--- src/dif_pkg.sv ---
// constants shared by the digital input function logic
package dif_pkg;

   // ***************************************************
   // sizes
   // ***************************************************
   localparam int NUM_DI = 5;          // programmable inputs
   localparam int FUNC_W = 5;          // width of one function code
   localparam int SEL_W  = 25;         // all five codes packed

   // ***************************************************
   // input function codes
   // ***************************************************
   localparam logic [4:0] FN_START_STOP = 5'h01;  // start/stop
   localparam logic [4:0] FN_GEN_ENABLE = 5'h02;  // general enable
   localparam logic [4:0] FN_INCH_FWD   = 5'h0A;  // inch forward
   localparam logic [4:0] FN_INCH_REV   = 5'h0B;  // inch reverse
   localparam logic [4:0] FN_MULTISPEED = 5'h07;  // multispeed
   localparam logic [4:0] FN_FIELDBUS   = 5'h12;  // remote input
   localparam logic [4:0] FN_FS_DISABLE = 5'h13;  // flying start off
   localparam logic [4:0] FN_LOAD_USER  = 5'h14;  // load user set
   localparam logic [4:0] FN_EDIT_INHIB = 5'h15;  // edit inhibit

   // ***************************************************
   // mode and command values
   // ***************************************************
   localparam logic [3:0] MODE_VEC_SENSORLESS = 4'h3;  // vector mode
   localparam logic [3:0] MODE_VEC_ENCODER    = 4'h4;  // vector mode
   localparam logic [3:0] REF_MULTISPEED      = 4'h8;  // reference src
   localparam logic [3:0] MEM_SAVE_USER1      = 4'hA;  // save set 1
   localparam logic [3:0] MEM_SAVE_USER2      = 4'hB;  // save set 2

   // ***************************************************
   // masks and reset values
   // ***************************************************
   localparam logic [4:0] MS_ELIGIBLE = 5'h0E;  // inputs 1..3 only
   localparam logic [4:0] DI_RST      = 5'h00;  // sampled input reset
   localparam logic       BIT_RST     = 1'b0;   // single flag reset

   // one bit per input whose code equals the given function
   function automatic logic [4:0] fn_match(input logic [24:0] sel,
                                           input logic [4:0]  code);
      logic [4:0] m;
      m = 5'h00;
      for (int i = 0; i < NUM_DI; i++)
         m[i] = (sel[i*FUNC_W +: FUNC_W] == code);
      return m;
   endfunction

endpackage

--- src/dif_load.sv ---
// load-user edge detection with saved-set bookkeeping
`timescale 1ns/1ps
module dif_load
(
   input  wire logic       mclk,       // system clock
   input  wire logic       nrst,       // async reset, active low
   input  wire logic [4:0] di,         // synchronised inputs
   input  wire logic [4:0] sel_mask,   // inputs coded load user
   input  wire logic       motor_enabled,  // motor running
   input  wire logic       mem_cmd_valid,  // memory command strobe
   input  wire logic [3:0] parameter_memory_command, // command value
   output logic            load_user1,     // pulse: load set 1
   output logic            load_user2,     // pulse: load set 2
   output logic            user1_saved,    // set 1 present
   output logic            user2_saved     // set 2 present
);

   // ***************************************************
   // state
   // ***************************************************
   logic [4:0] prev_reg, prev_next;    // last sample
   logic [1:0] warm_reg, warm_next;    // edges since reset release
   logic       seen_reg, seen_next;    // two real samples in hand
   logic       s1_reg, s1_next;        // set 1 saved
   logic       s2_reg, s2_next;        // set 2 saved
   logic       l1_reg, l1_next;        // load 1 pulse
   logic       l2_reg, l2_next;        // load 2 pulse
   logic [4:0] rise, fall;             // edges this cycle

   // edge compare; no edge before a first sample exists
   always_comb
   begin
      rise      = seen_reg ? (di & ~prev_reg & sel_mask) : 5'h00;
      fall      = seen_reg ? (~di & prev_reg & sel_mask) : 5'h00;
      prev_next = di;
      // the sync stages show reset zeros for two edges; comparing with
      // them would invent a rising edge on a pin held high over reset
      warm_next = {warm_reg[0], 1'b1};
      seen_next = warm_reg[1];
      s1_next   = s1_reg;
      s2_next   = s2_reg;
      // memory commands mark a set as stored
      if (mem_cmd_valid && parameter_memory_command == dif_pkg::MEM_SAVE_USER1)
         s1_next = 1'b1;
      if (mem_cmd_valid && parameter_memory_command == dif_pkg::MEM_SAVE_USER2)
         s2_next = 1'b1;
      // refused edges are dropped, never queued
      l1_next = (|rise) && s1_reg && !motor_enabled;
      l2_next = (|fall) && s2_reg && !motor_enabled;
   end

   // registers
   always_ff @(posedge mclk or negedge nrst)
   begin
      if (!nrst)
      begin
         prev_reg <= dif_pkg::DI_RST;
         warm_reg <= {2{dif_pkg::BIT_RST}};
         seen_reg <= dif_pkg::BIT_RST;
         s1_reg   <= dif_pkg::BIT_RST;
         s2_reg   <= dif_pkg::BIT_RST;
         l1_reg   <= dif_pkg::BIT_RST;
         l2_reg   <= dif_pkg::BIT_RST;
      end
      else
      begin
         prev_reg <= prev_next;
         warm_reg <= warm_next;
         seen_reg <= seen_next;
         s1_reg   <= s1_next;
         s2_reg   <= s2_next;
         l1_reg   <= l1_next;
         l2_reg   <= l2_next;
      end
   end

   assign load_user1  = l1_reg;
   assign load_user2  = l2_reg;
   assign user1_saved = s1_reg;
   assign user2_saved = s2_reg;
endmodule

--- src/dif_sync.sv ---
// two-stage synchroniser for the raw digital input pins
`timescale 1ns/1ps
module dif_sync
(
   input  wire logic       mclk,    // system clock
   input  wire logic       nrst,    // async reset, active low
   input  wire logic [4:0] pin,     // raw pins
   output logic      [4:0] sync     // synchronised levels
);

   // ***************************************************
   // two flops; stage one feeds stage two only
   // ***************************************************
   logic [4:0] meta_reg;            // first stage
   logic [4:0] meta_next;           // first stage next
   logic [4:0] sync_reg;            // second stage
   logic [4:0] sync_next;           // second stage next

   // next values
   always_comb
   begin
      meta_next = pin;
      sync_next = meta_reg;
   end

   // registers
   always_ff @(posedge mclk or negedge nrst)
   begin
      if (!nrst)
      begin
         meta_reg <= dif_pkg::DI_RST;
         sync_reg <= dif_pkg::DI_RST;
      end
      else
      begin
         meta_reg <= meta_next;
         sync_reg <= sync_next;
      end
   end

   assign sync = sync_reg;

endmodule

--- src/dif_top.sv ---
// digital input function logic: maps input levels to drive commands
`timescale 1ns/1ps
module dif_top
(
   input  wire logic        mclk,                     // 20 MHz clock
   input  wire logic        nrst,                     // async reset, low
   input  wire logic [4:0]  di_pin,                   // raw input pins
   input  wire logic [24:0] input_function_select,    // 5 bits per input
   input  wire logic [3:0]  control_mode_select,      // control mode
   input  wire logic [3:0]  local_reference_source,   // local ref source
   input  wire logic [3:0]  remote_reference_source,  // remote ref source
   input  wire logic        mem_cmd_valid,            // memory cmd strobe
   input  wire logic [3:0]  parameter_memory_command, // memory cmd value
   input  wire logic        motor_enabled,            // motor is enabled
   input  wire logic        password_enable,          // password in force
   input  wire logic        access_password_ok,       // password matches
   input  wire logic        edit_req,                 // edit request pulse
   output logic             inch_forward,             // inch fwd command
   output logic             inch_reverse,             // inch rev command
   output logic [4:0]       fieldbus_inputs,          // remote input image
   output logic             flying_start_disable,     // suppress fly start
   output logic             load_user1,               // load set 1 pulse
   output logic             load_user2,               // load set 2 pulse
   output logic             user1_saved,              // set 1 stored
   output logic             user2_saved,              // set 2 stored
   output logic             edit_ack,                 // edit accepted pulse
   output logic             edit_nak,                 // edit rejected pulse
   output logic             multispeed_valid,         // multispeed usable
   output logic [4:0]       multispeed_sel,           // multispeed levels
   output logic             run_cmd                   // drive may run
);

   // ***************************************************
   // input synchronisation
   // ***************************************************
   logic [4:0] di_s;                 // synchronised levels

   // pins come from switches, so two flops first
   dif_sync u_sync
   (
      .mclk (mclk),
      .nrst (nrst),
      .pin  (di_pin),
      .sync (di_s)
   );

   // ***************************************************
   // function masks
   // ***************************************************
   logic [4:0] m_start;              // start/stop inputs
   logic [4:0] m_gen;                // general enable inputs
   logic [4:0] m_ifwd;               // inch forward inputs
   logic [4:0] m_irev;               // inch reverse inputs
   logic [4:0] m_ms;                 // multispeed inputs
   logic [4:0] m_fb;                 // fieldbus inputs
   logic [4:0] m_fs;                 // flying start disable
   logic [4:0] m_load;               // load user inputs
   logic [4:0] m_inh;                // edit inhibit inputs

   // decode each input's function code
   always_comb
   begin
      m_start = dif_pkg::fn_match(input_function_select, dif_pkg::FN_START_STOP);
      m_gen   = dif_pkg::fn_match(input_function_select, dif_pkg::FN_GEN_ENABLE);
      m_ifwd  = dif_pkg::fn_match(input_function_select, dif_pkg::FN_INCH_FWD);
      m_irev  = dif_pkg::fn_match(input_function_select, dif_pkg::FN_INCH_REV);
      // multispeed is only honoured on its eligible inputs
      m_ms    = dif_pkg::fn_match(input_function_select, dif_pkg::FN_MULTISPEED)
                & dif_pkg::MS_ELIGIBLE;
      m_fb    = dif_pkg::fn_match(input_function_select, dif_pkg::FN_FIELDBUS);
      m_fs    = dif_pkg::fn_match(input_function_select, dif_pkg::FN_FS_DISABLE);
      m_load  = dif_pkg::fn_match(input_function_select, dif_pkg::FN_LOAD_USER);
      m_inh   = dif_pkg::fn_match(input_function_select, dif_pkg::FN_EDIT_INHIB);
   end

   // ***************************************************
   // load user via input
   // ***************************************************
   dif_load u_load
   (
      .mclk                     (mclk),
      .nrst                     (nrst),
      .di                       (di_s),
      .sel_mask                 (m_load),
      .motor_enabled            (motor_enabled),
      .mem_cmd_valid            (mem_cmd_valid),
      .parameter_memory_command (parameter_memory_command),
      .load_user1               (load_user1),
      .load_user2               (load_user2),
      .user1_saved              (user1_saved),
      .user2_saved              (user2_saved)
   );

   // ***************************************************
   // command state
   // ***************************************************
   logic       ifwd_reg, ifwd_next;  // inch forward
   logic       irev_reg, irev_next;  // inch reverse
   logic [4:0] fb_reg, fb_next;      // fieldbus image
   logic       fs_reg, fs_next;      // flying start disable
   logic       ack_reg, ack_next;    // edit accepted
   logic       nak_reg, nak_next;    // edit rejected
   logic       msv_reg, msv_next;    // multispeed valid
   logic [4:0] mss_reg, mss_next;    // multispeed levels
   logic       run_reg, run_next;    // run permission

   logic       mode_vec;             // vector control selected
   logic       ref_ms;               // a reference is multispeed
   logic       inhibit;              // any inhibit input high
   logic       pw_allows;            // password settings allow
   logic       all_gen;              // every enable input high
   logic       all_start;            // every start input high

   // next values for all commands
   always_comb
   begin
      // inching only under vector control
      mode_vec  = (control_mode_select == dif_pkg::MODE_VEC_SENSORLESS)
                  || (control_mode_select == dif_pkg::MODE_VEC_ENCODER);
      ifwd_next = mode_vec && |(di_s & m_ifwd);
      irev_next = mode_vec && |(di_s & m_irev);
      // fieldbus inputs are only reported, never acted on
      fb_next   = di_s & m_fb;
      fs_next   = |(di_s & m_fs);
      // edit gating: inhibit overrides any password state
      inhibit   = |(di_s & m_inh);
      pw_allows = !password_enable || access_password_ok;
      ack_next  = edit_req && !inhibit && pw_allows;
      nak_next  = edit_req && (inhibit || !pw_allows);
      // multispeed needs one reference source set to it
      ref_ms    = (local_reference_source == dif_pkg::REF_MULTISPEED)
                  || (remote_reference_source == dif_pkg::REF_MULTISPEED);
      msv_next  = ref_ms && (m_ms != 5'h00);
      mss_next  = ref_ms ? (di_s & m_ms) : 5'h00;
      // unassigned inputs count as active in the AND
      all_gen   = &(di_s | ~m_gen);
      all_start = &(di_s | ~m_start);
      // with no start input assigned there is no run request
      run_next  = all_gen && all_start && (m_start != 5'h00);
   end

   // register all commands
   always_ff @(posedge mclk or negedge nrst)
   begin
      if (!nrst)
      begin
         ifwd_reg <= dif_pkg::BIT_RST;
         irev_reg <= dif_pkg::BIT_RST;
         fb_reg   <= dif_pkg::DI_RST;
         fs_reg   <= dif_pkg::BIT_RST;
         ack_reg  <= dif_pkg::BIT_RST;
         nak_reg  <= dif_pkg::BIT_RST;
         msv_reg  <= dif_pkg::BIT_RST;
         mss_reg  <= dif_pkg::DI_RST;
         run_reg  <= dif_pkg::BIT_RST;
      end
      else
      begin
         ifwd_reg <= ifwd_next;
         irev_reg <= irev_next;
         fb_reg   <= fb_next;
         fs_reg   <= fs_next;
         ack_reg  <= ack_next;
         nak_reg  <= nak_next;
         msv_reg  <= msv_next;
         mss_reg  <= mss_next;
         run_reg  <= run_next;
      end
   end

   // ***************************************************
   // outputs, each straight from a flop
   // ***************************************************
   assign inch_forward         = ifwd_reg;
   assign inch_reverse         = irev_reg;
   assign fieldbus_inputs      = fb_reg;
   assign flying_start_disable = fs_reg;
   assign edit_ack             = ack_reg;
   assign edit_nak             = nak_reg;
   assign multispeed_valid     = msv_reg;
   assign multispeed_sel       = mss_reg;
   assign run_cmd              = run_reg;
endmodule

--- config.mk ---
export PLATFORM = sky130hd
export DESIGN_NAME = dif_top
export DESIGN_NICKNAME = d
export VERILOG_FILES = /design/src/dif_pkg.sv /design/src/dif_load.sv /design/src/dif_sync.sv /design/src/dif_top.sv
export SDC_FILE = /design/constraint.sdc
export NUM_CORES = 1
export LEC_CHECK = 0
export BUFFER_PORTS_ARGS = -buffer_cell sky130_fd_sc_hd__buf_2
export CAP_MARGIN = 30
export CELL_PAD_IN_SITES_DETAIL_PLACEMENT = 0
export CELL_PAD_IN_SITES_GLOBAL_PLACEMENT = 1
export CORE_UTILIZATION = 37
export DETAILED_ROUTE_END_ITERATION = 8
export PLACE_DENSITY_LB_ADDON = 0.08
export SETUP_SLACK_MARGIN = 0.05
export SLEW_MARGIN = 10
export SYNTH_ARGS = -nofsm -noshare
export SYNTH_HDL_FRONTEND = slang
export SYNTH_HIERARCHICAL = 1
export SYNTH_SLANG_ARGS = --single-unit
--- constraint.sdc ---
create_clock -name mclk -period 3.06 [get_ports mclk]
set_input_delay 0.612 -clock mclk [delete_from_list [all_inputs] [get_ports mclk]]
set_output_delay 0.612 -clock mclk [all_outputs]
set_load 0.02 [all_outputs]
# [Yosys cells after proc, flatten, opt, wreduce, memory -nomap -nowiden]
# Index checks and enable logic that the tools add are counted.
[totals] reg_bits=39 word_cells=118 out_inout_bits=21
[op_classes] n_eq_ne=49 reduce_logical=32 bitwise=16 muxes=3
[op_table] op="5-bit == test (second input constant)" n=20
[op_table] op="5-bit by 4-bit == test with 1-bit output (second input constant)" n=10
[op_table] op="5-bit bitwise AND" n=9
[op_table] op="5-bit OR reduction" n=6
[op_table] op="5-bit by 1-bit == test with 1-bit output (second input constant)" n=5
[op_table] op="5-bit by 2-bit == test with 1-bit output (second input constant)" n=5
[op_table] op="5-bit NOT" n=4
[op_table] op="4-bit == test (second input constant)" n=4
[op_table] op="5-bit by 3-bit == test with 1-bit output (second input constant)" n=3
[op_table] op="5-bit two-way mux" n=3
[op_table] op="1-bit logical AND" n=14
[op_table] op="5-bit bitwise OR" n=2
[op_table] op="5-bit AND reduction" n=2
[op_table] op="5-bit nonzero test" n=2
[op_table] op="5-bit by 4-bit bitwise AND with 5-bit output" n=1
[op_table] op="4-bit by 2-bit == test with 1-bit output (second input constant)" n=1
[op_table] op="4-bit by 3-bit == test with 1-bit output (second input constant)" n=1
[op_table] op="1-bit zero test" n=4
[op_table] op="1-bit logical OR" n=4

# [Longest topological paths before layout]
# Gate-level depths: netlist of the first run.
[logic_depth] depth_word=7 ltp_mapped=6 mapped_depth_nobuf=6

# [Modules after synthesis]
# Netlist of the first run, hierarchy kept.
[by_module_without_submodules] module="dif_top" seq_area_each_um2=375.4 cells_each=122 instances=1 area_each_um2=1036.0
[by_module_without_submodules] module="dif_load" seq_area_each_um2=300.3 cells_each=36 instances=1 area_each_um2=441.7
[by_module_without_submodules] module="dif_sync" seq_area_each_um2=250.2 cells_each=10 instances=1 area_each_um2=250.2

# [Worst setup path after synthesis of the first run]
# OpenSTA, ideal clock, no wires.
[synth_path] kind="input to register" from="input input_function_select[11]" to="register ifwd_reg, in the netlist inch_forward" cell_stages=4 slack_ps=1539 required_ps=2929 setup_ps=131 path_buffers=1 arrival_time_ps=1390 cell_sequence="clkbuf_1 > nand4b_1 > nor3_1 > o41a_2"
[synth_between] elab_chain_len=4
[synth_lines] item="from (decl)" line="dif_top.sv:8" rtl="input wire logic [24:0] input_function_select,"
[synth_lines] item="5-bit by 4-bit == test with 1-bit output" line="dif_pkg.sv:46" rtl="m[i] = (sel[i*FUNC_W +: FUNC_W] == code);"
[synth_lines] item="5-bit bitwise AND" line="dif_top.sv:120" rtl="ifwd_next = mode_vec && |(di_s & m_ifwd);"
[synth_lines] item="5-bit OR reduction" line="dif_top.sv:120"
[synth_lines] item="1-bit logical AND" line="dif_top.sv:120"
[synth_lines] item="net ifwd_next" line="dif_top.sv:97" rtl="logic ifwd_reg, ifwd_next;"
[synth_lines] item="to (signal assigned)" line="dif_top.sv:147" rtl="ifwd_reg <= dif_pkg::BIT_RST;"
[synth_lines] item="to (signal assigned)" line="dif_top.sv:159" rtl="ifwd_reg <= ifwd_next;"
[synth_lines] item="to (decl)" line="dif_top.sv:97"
# The timed path passes the listed nets, and every way through them passes these cells.
# A chain may end at the register's enable or synchronous reset.

# [Worst setup path after layout of the first run]
[layout_path] from="register u_sync.sync_reg[4], in the netlist u_sync/sync[4]" to="register nak_reg, in the netlist edit_nak"
[layout_between] elab_chain_len=4
[layout_lines] item="from (decl)" line="dif_sync.sv:16" rtl="logic [4:0] sync_reg;"
[layout_lines] item="from (signal assigned)" line="dif_sync.sv:32" rtl="sync_reg <= dif_pkg::DI_RST;"
[layout_lines] item="from (signal assigned)" line="dif_sync.sv:37" rtl="sync_reg <= sync_next;"
[layout_lines] item="5-bit bitwise AND" line="dif_top.sv:126" rtl="inhibit = |(di_s & m_inh);"
[layout_lines] item="5-bit OR reduction" line="dif_top.sv:126"
[layout_lines] item="1-bit logical OR" line="dif_top.sv:129" rtl="nak_next = edit_req && (inhibit || !pw_allows);"
[layout_lines] item="1-bit logical AND" line="dif_top.sv:129"
[layout_lines] item="net nak_next" line="dif_top.sv:102" rtl="logic nak_reg, nak_next;"
[layout_lines] item="to (signal assigned)" line="dif_top.sv:152" rtl="nak_reg <= dif_pkg::BIT_RST;"
[layout_lines] item="to (signal assigned)" line="dif_top.sv:164" rtl="nak_reg <= nak_next;"
[layout_lines] item="to (decl)" line="dif_top.sv:102"
# The timed path passes the listed nets, and every way through them passes these cells.

==> results of run 1 <==
[layer usage]
| metal | GRT usage | wire (microns) | vias to the layer above |
|---|---|---|---|
| met4 | 0.0800 | 81 | 0 |
| met5 | 0 | 0 | - |
| li1 | - | - | 766 |
| met3 | 0.0534 | 356 | 9 |
| met2 | 0.290 | 2030 | 87 |
| met1 | 0.285 | 2190 | 744 |
[cell usage after synthesis (3+ instances only)]
| cell | n | area (sq um) |
|---|---|---|
| inv_1 | 7 | 26.3 |
| nand2_1 | 17 | 63.8 |
| o22ai_1 | 5 | 31.3 |
| dfrtp_1 | 37 | 926 |
| xor2_1 | 3 | 26.3 |
| nand4_1 | 4 | 25.0 |
| nand4b_1 | 3 | 26.3 |
| nor3b_1 | 3 | 22.5 |
| nor4_1 | 10 | 62.6 |
| a31oi_1 | 4 | 25.0 |
| or3_1 | 3 | 18.8 |
| nor2_1 | 17 | 63.8 |
| and3_1 | 4 | 25.0 |
| nor4b_1 | 3 | 26.3 |
| nor3_1 | 5 | 25.0 |
| nand2b_1 | 5 | 31.3 |
[worst max path at each step]
stage                              startpoint                          end  slack, ps  cells after the start
CTS                  u_sync/sync[4]$_DFF_PN0_           edit_ack$_DFF_PN0_       1530                      4
detailed placement  input_function_select[24]           edit_ack$_DFF_PN0_       1300                      5
global placement    input_function_select[10]  u_load/load_user2$_DFF_PN0_       1330                      5
global route         u_sync/sync[4]$_DFF_PN0_           edit_nak$_DFF_PN0_       1430                      4
finish               u_sync/sync[4]$_DFF_PN0_           edit_nak$_DFF_PN0_       1530                      4
floorplan           input_function_select[11]       inch_forward$_DFF_PN0_       1540                      4
[report_power, final]
| group | total (uW) | switching [uW] | internal, uW |
|---|---|---|---|
| clock network | 377 | 173 | 204 |
| registers | 525 | 15.1 | 510 |
| logic | 138 | 81.5 | 56.7 |
| total | 1040 | 270 | 770 |
[cell families after synthesis]
logic type             synth area share
AO/OA/AOI/OAI                     0.104
buffers and inverters            0.0261
XOR/XNOR                         0.0253
other                           0.00435
flip-flops                        0.536
AND/OR/NAND/NOR                   0.305
[cell type report]
cell class,count,area (sq um)
well taps,52,65.1
clock buffers,7,96.3
inverters,7,26.3
flip-flops and latches,37,926
fillers,444,2180
multi-input cells,122,761
clock inverters,1,5.00
repair buffers,71,355
[worst max-delay path: stages (launching register included)]
cell and delay (ps):
dfrtp_1 450, and3_1 220, a32o_1 260, nor4_1 360, nor2b_1 110
[stage by stage]
| step | util | setup slack (ps) | power, uW | instance area [sq um] |
|---|---|---|---|---|
| 2_1_floorplan | - | 1540 | 591 | 1730 |
| 3_3_place_gp | 0.483 | 1330 | 667 | 2130 |
| 3_5_place_dp | 0.483 | 1300 | 672 | 2130 |
| 4_1_cts | 0.506 | 1530 | 1050 | 2230 |
| 5_1_grt | 0.506 | 1430 | 1090 | 2230 |
| 6_report | 0.506 | 1530 | 1040 | 2230 |
==> results.json, run 1 <==
{
  "synth_cells": 168,
  "drc": 0,
  "synth_edf_count": 0,
  "nets": 297,
  "max-slew-margin-rel": 0.449,
  "clkTransAtPathRegs_ps": 70,
  "vdd_drop_max_uv": 227,
  "cts_root_buf": "clkbuf_8",
  "status": "complete, no violations",
  "final_cells": 297,
  "htreeDepth": 2,
  "antenna_found_initial": 0,
  "yosys_warnings": 6,
  "io_pins": 74,
  "die_width_microns": 70.3,
  "worstMarginPinSlew_ps": 826,
  "dr_total_vias": 1606,
  "synth_area_sq_um": 1730,
  "initial_core_util": 0.391,
  "max_freq_mhz": 654,
  "cp-start-kind": "flop",
  "drive_above_1_share": 0.347,
  "first_iter_violations": 165,
  "finalCriticalPeriod_ps": 1530,
  "powerDensity_nw_per_um2": 466,
  "place_congestion": 0.834,
  "fin_crit_sh": 0.500,
  "die_y_microns": 70.3,
  "final_cell_mix": "71 x buf_2, 37 x dfrtp_1, 17 x nand2_1, 17 x nor2_1, 10 x nor4_1",
  "setup_viol": 0,
  "clock_path_buffers": 2,
  "ys_async_sr_fraction": 1.00,
  "layout_commonest_cell": "buf_2",
  "grt_max_degree": 38,
  "synth-seq-area-share": 0.536,
  "syn_avg_cell_area_sq_um": 10.3,
  "leakagePower_uw": 0.00111,
  "grt_pass1_vias": 1588,
  "synth.distinct_cells": 47,
  "crit_fanout": 7,
  "cts.sinks": 37,
  "dp_hpwl_mm": 3.61,
  "grt_setup_unrepaired": "no",
  "timing.rr.end": "edit_nak$_DFF_PN0_",
  "worst_hold_path.endpoint": "u_load/seen_reg$_DFF_PN0_",
  "syn_to_final_growth_pct": 29.3,
  "cts_hold_buf": 0,
  "firstDrtPassIters": 4,
  "hold_viol": 0,
  "drt_wl_total_mm": 4.66,
  "rows": 24,
  "crit_required_ps": 3220,
  "wire_per_inst_microns": 15.7,
  "grt_overflow": 0,
  "finalMaxSlewViolations": 0,
  "tns_ps": 0,
  "whs_path_depth": 0,
  "post_cts_resized": 0,
  "reg2regPathDepth": 4,
  "cts_setup_buffers": 0,
  "ys_seq_elements": 37,
  "clk_latency_ps": 290,
  "cts_tree": "built",
  "grt_pass1_wl_mm": 7.71,
  "core-area_sq_um": 4410,
  "grt_use_total": 0.201,
  "die_area_sq_um": 4950,
  "crit_type": "reg -> reg",
  "synthFlopType": "dfrtp_1",
  "holdWs_ps": 351,
  "dp_cells": 289,
  "routed_via_density": 5.41,
  "r2r_slack_ps": 1530,
  "max-cap-violations": 0,
  "hp-class": "reg -> reg",
  "min_from": "u_load/warm_reg[1]$_DFF_PN0_",
  "ant_nets": 0,
  "r2r_start": "u_sync/sync[4]$_DFF_PN0_",
  "clock_skew_ps": 7.30,
  "worstSetupEndpointType": "flop",
  "cp.arrival_ps": 1690,
  "antennaDiodeCount": 0,
  "portBuffers": 71,
  "cts_inserted_buffers": 5
}
Note: power is estimated with default switching activity, not from simulation.
==> run 2: changes to the inputs <==
CORE_UTILIZATION = 31   (was 37)
clock period = 1.25 ns   (was 3.06 ns; I/O delays follow)
==> run 2 against run 1 <==
The flow now finishes with violations (setup timing). Sequential power is 140% higher. Critical path depth stayed put. Sequential share of layout area is 5.4 points lower. Total power is 150% higher. Die area is 19% higher. First-iteration DRC count is 63% lower. Final cell count is 17% higher. Sequential cell count stayed put. Largest power group unchanged. Highest routed layer unchanged.
==> results.json, run 2 (same netlist as run 1, synthesis figures left out) <==
{
  "status": "finished, violations left",
  "violations": "setup timing",
  "clkTransAtPathRegs_ps": 90,
  "cts.sinks": 37,
  "firstDrtPassIters": 4,
  "io_pins": 74,
  "worstSetupEndpointType": "flop",
  "grt_max_degree": 25,
  "crit_fanout": 3,
  "fin_crit_sh": 1.06,
  "place_congestion": 0.804,
  "antennaDiodeCount": 0,
  "wire_per_inst_microns": 14.2,
  "cp.arrival_ps": 1570,
  "fin_ws_ps": -75.6,
  "clk_latency_ps": 300,
  "dr_total_vias": 1687,
  "dp_cells": 338,
  "drc": 0,
  "drive_above_1_share": 0.453,
  "portBuffers": 71,
  "fin_util": 0.491,
  "die_width_microns": 76.7,
  "antenna_found_initial": 0,
  "layout_commonest_cell": "buf_2",
  "initial_core_util": 0.330,
  "r2r_slack_ps": -80,
  "holdWs_ps": 54.7,
  "p_total_uw": 2590,
  "fillers": 535,
  "ant_nets": 0,
  "powerDensity_nw_per_um2": 1010,
  "grt_overflow": 0,
  "vdd_drop_max_uv": 735,
  "setup_viol": 4,
  "grt_use_total": 0.173,
  "cts_tree": "built",
  "cts_root_buf": "clkbuf_8",
  "die_area_sq_um": 5880,
  "first_iter_violations": 61,
  "drt_wl_total_mm": 4.95,
  "htreeDepth": 2,
  "grt_pass1_wl_mm": 7.74,
  "clock_path_buffers": 2,
  "leakagePower_uw": 0.00128,
  "finalMaxSlewViolations": 0,
  "finalCriticalPeriod_ps": 1330,
  "crit_required_ps": 1500,
  "regArea_sq_um": 927,
  "final_cell_mix": "71 x buf_2, 36 x dfrtp_1, 30 x buf_4, 17 x nor2_1, 16 x nand2_1",
  "die_y_microns": 76.7,
  "nets": 330,
  "dp_slack_ps": -172,
  "dp_hpwl_mm": 3.87,
  "rows": 26,
  "core-area_sq_um": 5240,
  "grt_setup_unrepaired": "yes",
  "multi_input_area_sq_um": 820,
  "syn_to_final_growth_pct": 48.9,
  "hp-class": "in -> reg",
  "cts_inserted_buffers": 5,
  "final_cells": 348,
  "crit_type": "reg -> reg",
  "clock_skew_ps": 7.79,
  "cp-start-kind": "flop",
  "max-cap-violations": 0,
  "grt_pass1_vias": 1664,
  "hold_viol": 0,
  "max_freq_mhz": 754,
  "routed_via_density": 4.85
}
## run 2: final timing paths
kind / startpoint / end / depth (start not counted)
setup reg to reg: u_sync/sync[3]$_DFF_PN0_ / inch_reverse$_DFF_PN0_ / 4
min in group asynchronous: nrst / flying_start_disable$_DFF_PN0_ / 2
hold / removal: di_pin[0] / u_sync/meta_reg[0]$_DFF_PN0_ / 1
max in group asynchronous: nrst / u_sync/sync[1]$_DFF_PN0_ / 3
setup / recovery: u_sync/sync[3]$_DFF_PN0_ / inch_reverse$_DFF_PN0_ / 4
hold reg to reg: u_sync/meta_reg[4]$_DFF_PN0_ / u_sync/sync[4]$_DFF_PN0_ / 0
## run 2: worst max-delay path: stages, from the launching register on
cell     delay, ps
dfrtp_1        390
nand2_1         80
or4b_4         530
o22ai_4        130
o31a_2         140
## run 2: power by group
part           total (uW)  internal [uW]  switching, uW
Clock                 868            396            473
Sequential           1280           1250           28.0
Combinational         444            212            232
## run 2: metal layers
layer  global-route usage  part of all wire  up-vias
met1                0.208              0.44      789
met5                    0                 0        -
met4               0.0885             0.032        0
li1                     -                 -      835
met3               0.0429             0.046       13
met2                0.288              0.48       50
## run 2: final cells by class
| class | count | share of cell area |
|---|---|---|
| multi-input cells | 122 | 0.319 |
| clock inverters | 3 | 0.00827 |
| well taps | 70 | 0.0340 |
| inverters | 7 | 0.0102 |
| clock buffers | 5 | 0.0268 |
| repair buffers | 104 | 0.242 |
| flip-flops and latches | 37 | 0.360 |
## run 2: timing repair
item                                    in CTS  in global routing
endpoints found under the hold margin       13                  0
gates cloned                                 0                  0
setup buffers                                1                  0
endpoints found under the setup margin       6                  8
pin swaps                                    6                  1
hold buffers                                 1                  0
gates resized for setup                      9                  3
## run 2: metrics by stage
step           setup TNS (ps)  cell area (sq um)
6_report                 -222               2570
3_5_place_dp             -500               2410
2_1_floorplan               0               1740
3_3_place_gp             -589               2410
4_1_cts                  -125               2560
5_1_grt                  -566               2570
==> run 3: changes to the inputs <==
CORE_UTILIZATION = 33   (was 31)
CTS_BUF_LIST = sky130_fd_sc_hd__clkbuf_8   (was default)
==> run 3 against run 2 <==
The run still ends with setup timing left. Hold slack improved by 12 ps. Count of clock-buffer cells in the layout did not move. Core utilization rose by 4.6 points. Sequential cell count did not move. Critical path depth did not move. First-iteration DRC count rose by 110%. Fmax rose by 0.86%. Final cell count fell by 0.29%. Sequential share of layout area fell by 0.72 points. Combinational power rose by 2%. Non-clock buffer count rose by 3. Register-to-register slack barely moved.
==> results.json, run 3 (same netlist as run 1, synthesis figures left out) <==
{
  "cts_tree": "built",
  "initial_core_util": 0.354,
  "first_iter_violations": 129,
  "setup_viol": 3,
  "drive_above_1_share": 0.464,
  "cp-start-kind": "flop",
  "powerDensity_nw_per_um2": 1030,
  "dr_total_vias": 1712,
  "die_y_microns": 74.4,
  "tns_ps": -161,
  "io_pins": 74,
  "max-cap-violations": 0,
  "nets": 333,
  "core-area_sq_um": 4880,
  "syn_to_final_growth_pct": 51.7,
  "clock_skew_ps": 3.23,
  "die_width_microns": 74.4,
  "regArea_sq_um": 926,
  "max_freq_mhz": 761,
  "drc": 0,
  "layout_commonest_cell": "buf_2",
  "multi_input_area_sq_um": 837,
  "grt_overflow": 0,
  "finalMaxSlewViolations": 0,
  "fillers": 455,
  "grt_pass1_vias": 1616,
  "cp.arrival_ps": 1480,
  "clk_latency_ps": 290,
  "routed_via_density": 4.93,
  "vdd_drop_max_uv": 648,
  "final_cell_mix": "71 x buf_2, 37 x dfrtp_1, 33 x buf_4, 16 x nand2_1, 16 x nor2_1",
  "antenna_found_initial": 0,
  "portBuffers": 71,
  "grt_setup_unrepaired": "yes",
  "cts_root_buf": "clkbuf_8",
  "cts_inserted_buffers": 5,
  "drt_wl_total_mm": 4.55,
  "hold_viol": 0,
  "grt_use_total": 0.176,
  "violations": "setup timing",
  "grt_pass1_wl_mm": 7.25,
  "crit_type": "reg -> reg",
  "place_congestion": 0.768,
  "fin_crit_sh": 1.05,
  "antennaDiodeCount": 0,
  "firstDrtPassIters": 4,
  "worstSetupEndpointType": "flop",
  "status": "finished, violations left",
  "dp_cells": 336,
  "grt_max_degree": 38,
  "leakagePower_uw": 0.00131,
  "htreeDepth": 2,
  "clock_path_buffers": 2,
  "finalCriticalPeriod_ps": 1310,
  "wire_per_inst_microns": 13.1,
  "dp_hpwl_mm": 3.52,
  "dp_slack_ps": -262,
  "final_cells": 347,
  "clkTransAtPathRegs_ps": 70,
  "rows": 25,
  "crit_fanout": 4,
  "hp-class": "in -> reg",
  "fin_ws_ps": -64.2,
  "die_area_sq_um": 5530,
  "crit_required_ps": 1420,
  "ant_nets": 0,
  "cts.sinks": 37
}
==> run 3: layout make-up <==
cell class / instances / share of cell area
tap: 67 / 0.0320
clock buffer: 5 / 0.0263
timing repair buffer: 107 / 0.246
clock inverter: 2 / 0.0134
sequential: 37 / 0.353
inverter: 7 / 0.0100
multi-input combinational: 122 / 0.319
==> run 3: per-layer routing <==
| layer | GRT usage | vias to the layer above | share of wire |
|---|---|---|---|
| met3 | 0.0366 | 5 | 0.069 |
| met5 | 0 | - | 0 |
| li1 | - | 841 | - |
| met4 | 0.0503 | 0 | 0.0090 |
| met2 | 0.286 | 66 | 0.46 |
| met1 | 0.239 | 800 | 0.46 |
==> run 3: path summary, 6_finish.rpt <==
check,endpoint,start,cells after the start,slack (ps)
hold / removal,u_sync/meta_reg[2]$_DFF_PN0_,di_pin[2],1,70
hold reg to reg,u_load/warm_reg[1]$_DFF_PN0_,u_load/warm_reg[0]$_DFF_PN0_,0,350
setup reg to reg,inch_forward$_DFF_PN0_,u_sync/sync[1]$_DFF_PN0_,4,-60
max in group asynchronous,u_load/warm_reg[1]$_DFF_PN0_,nrst,3,600
setup / recovery,inch_forward$_DFF_PN0_,u_sync/sync[1]$_DFF_PN0_,4,-60
min in group asynchronous,multispeed_sel[1]$_DFF_PN0_,nrst,3,460
==> run 3: per-stage QoR <==
stage / area [sq um] / hold slack [ps] / util / power, uW
floorplan: 1740 / -45.6 / - / 1450
CTS: 2590 / 57.2 / 0.530 / 2720
global route: 2620 / 58.5 / 0.537 / 2830
detailed placement: 2410 / 232 / 0.494 / 1720
finish: 2620 / 66.9 / 0.537 / 2710
global placement: 2410 / 230 / 0.494 / 1720
==> run 3: worst max-delay path: stages (launching register included) <==
cell and delay (ps):
dfrtp_1 420, buf_4 150, nand4b_1 110, nor3_1 70
o41a_2 450
==> run 3: what timing repair did <==
item	4_1_cts	5_1_grt
hold buffers	1	0
hold endpoints to repair	37	0
setup endpoints to repair	6	8
resized for setup	9	5
buffers inserted	3	2
pin swaps	8	5
==> run 3: report_power, final <==
group | switching [uW] | leakage [uW] | internal, uW
clock | 401 | 0.0000540 | 579
sequential | 27.0 | 0.000464 | 1250
combinational | 233 | 0.000789 | 221
total | 660 | 0.00131 | 2050
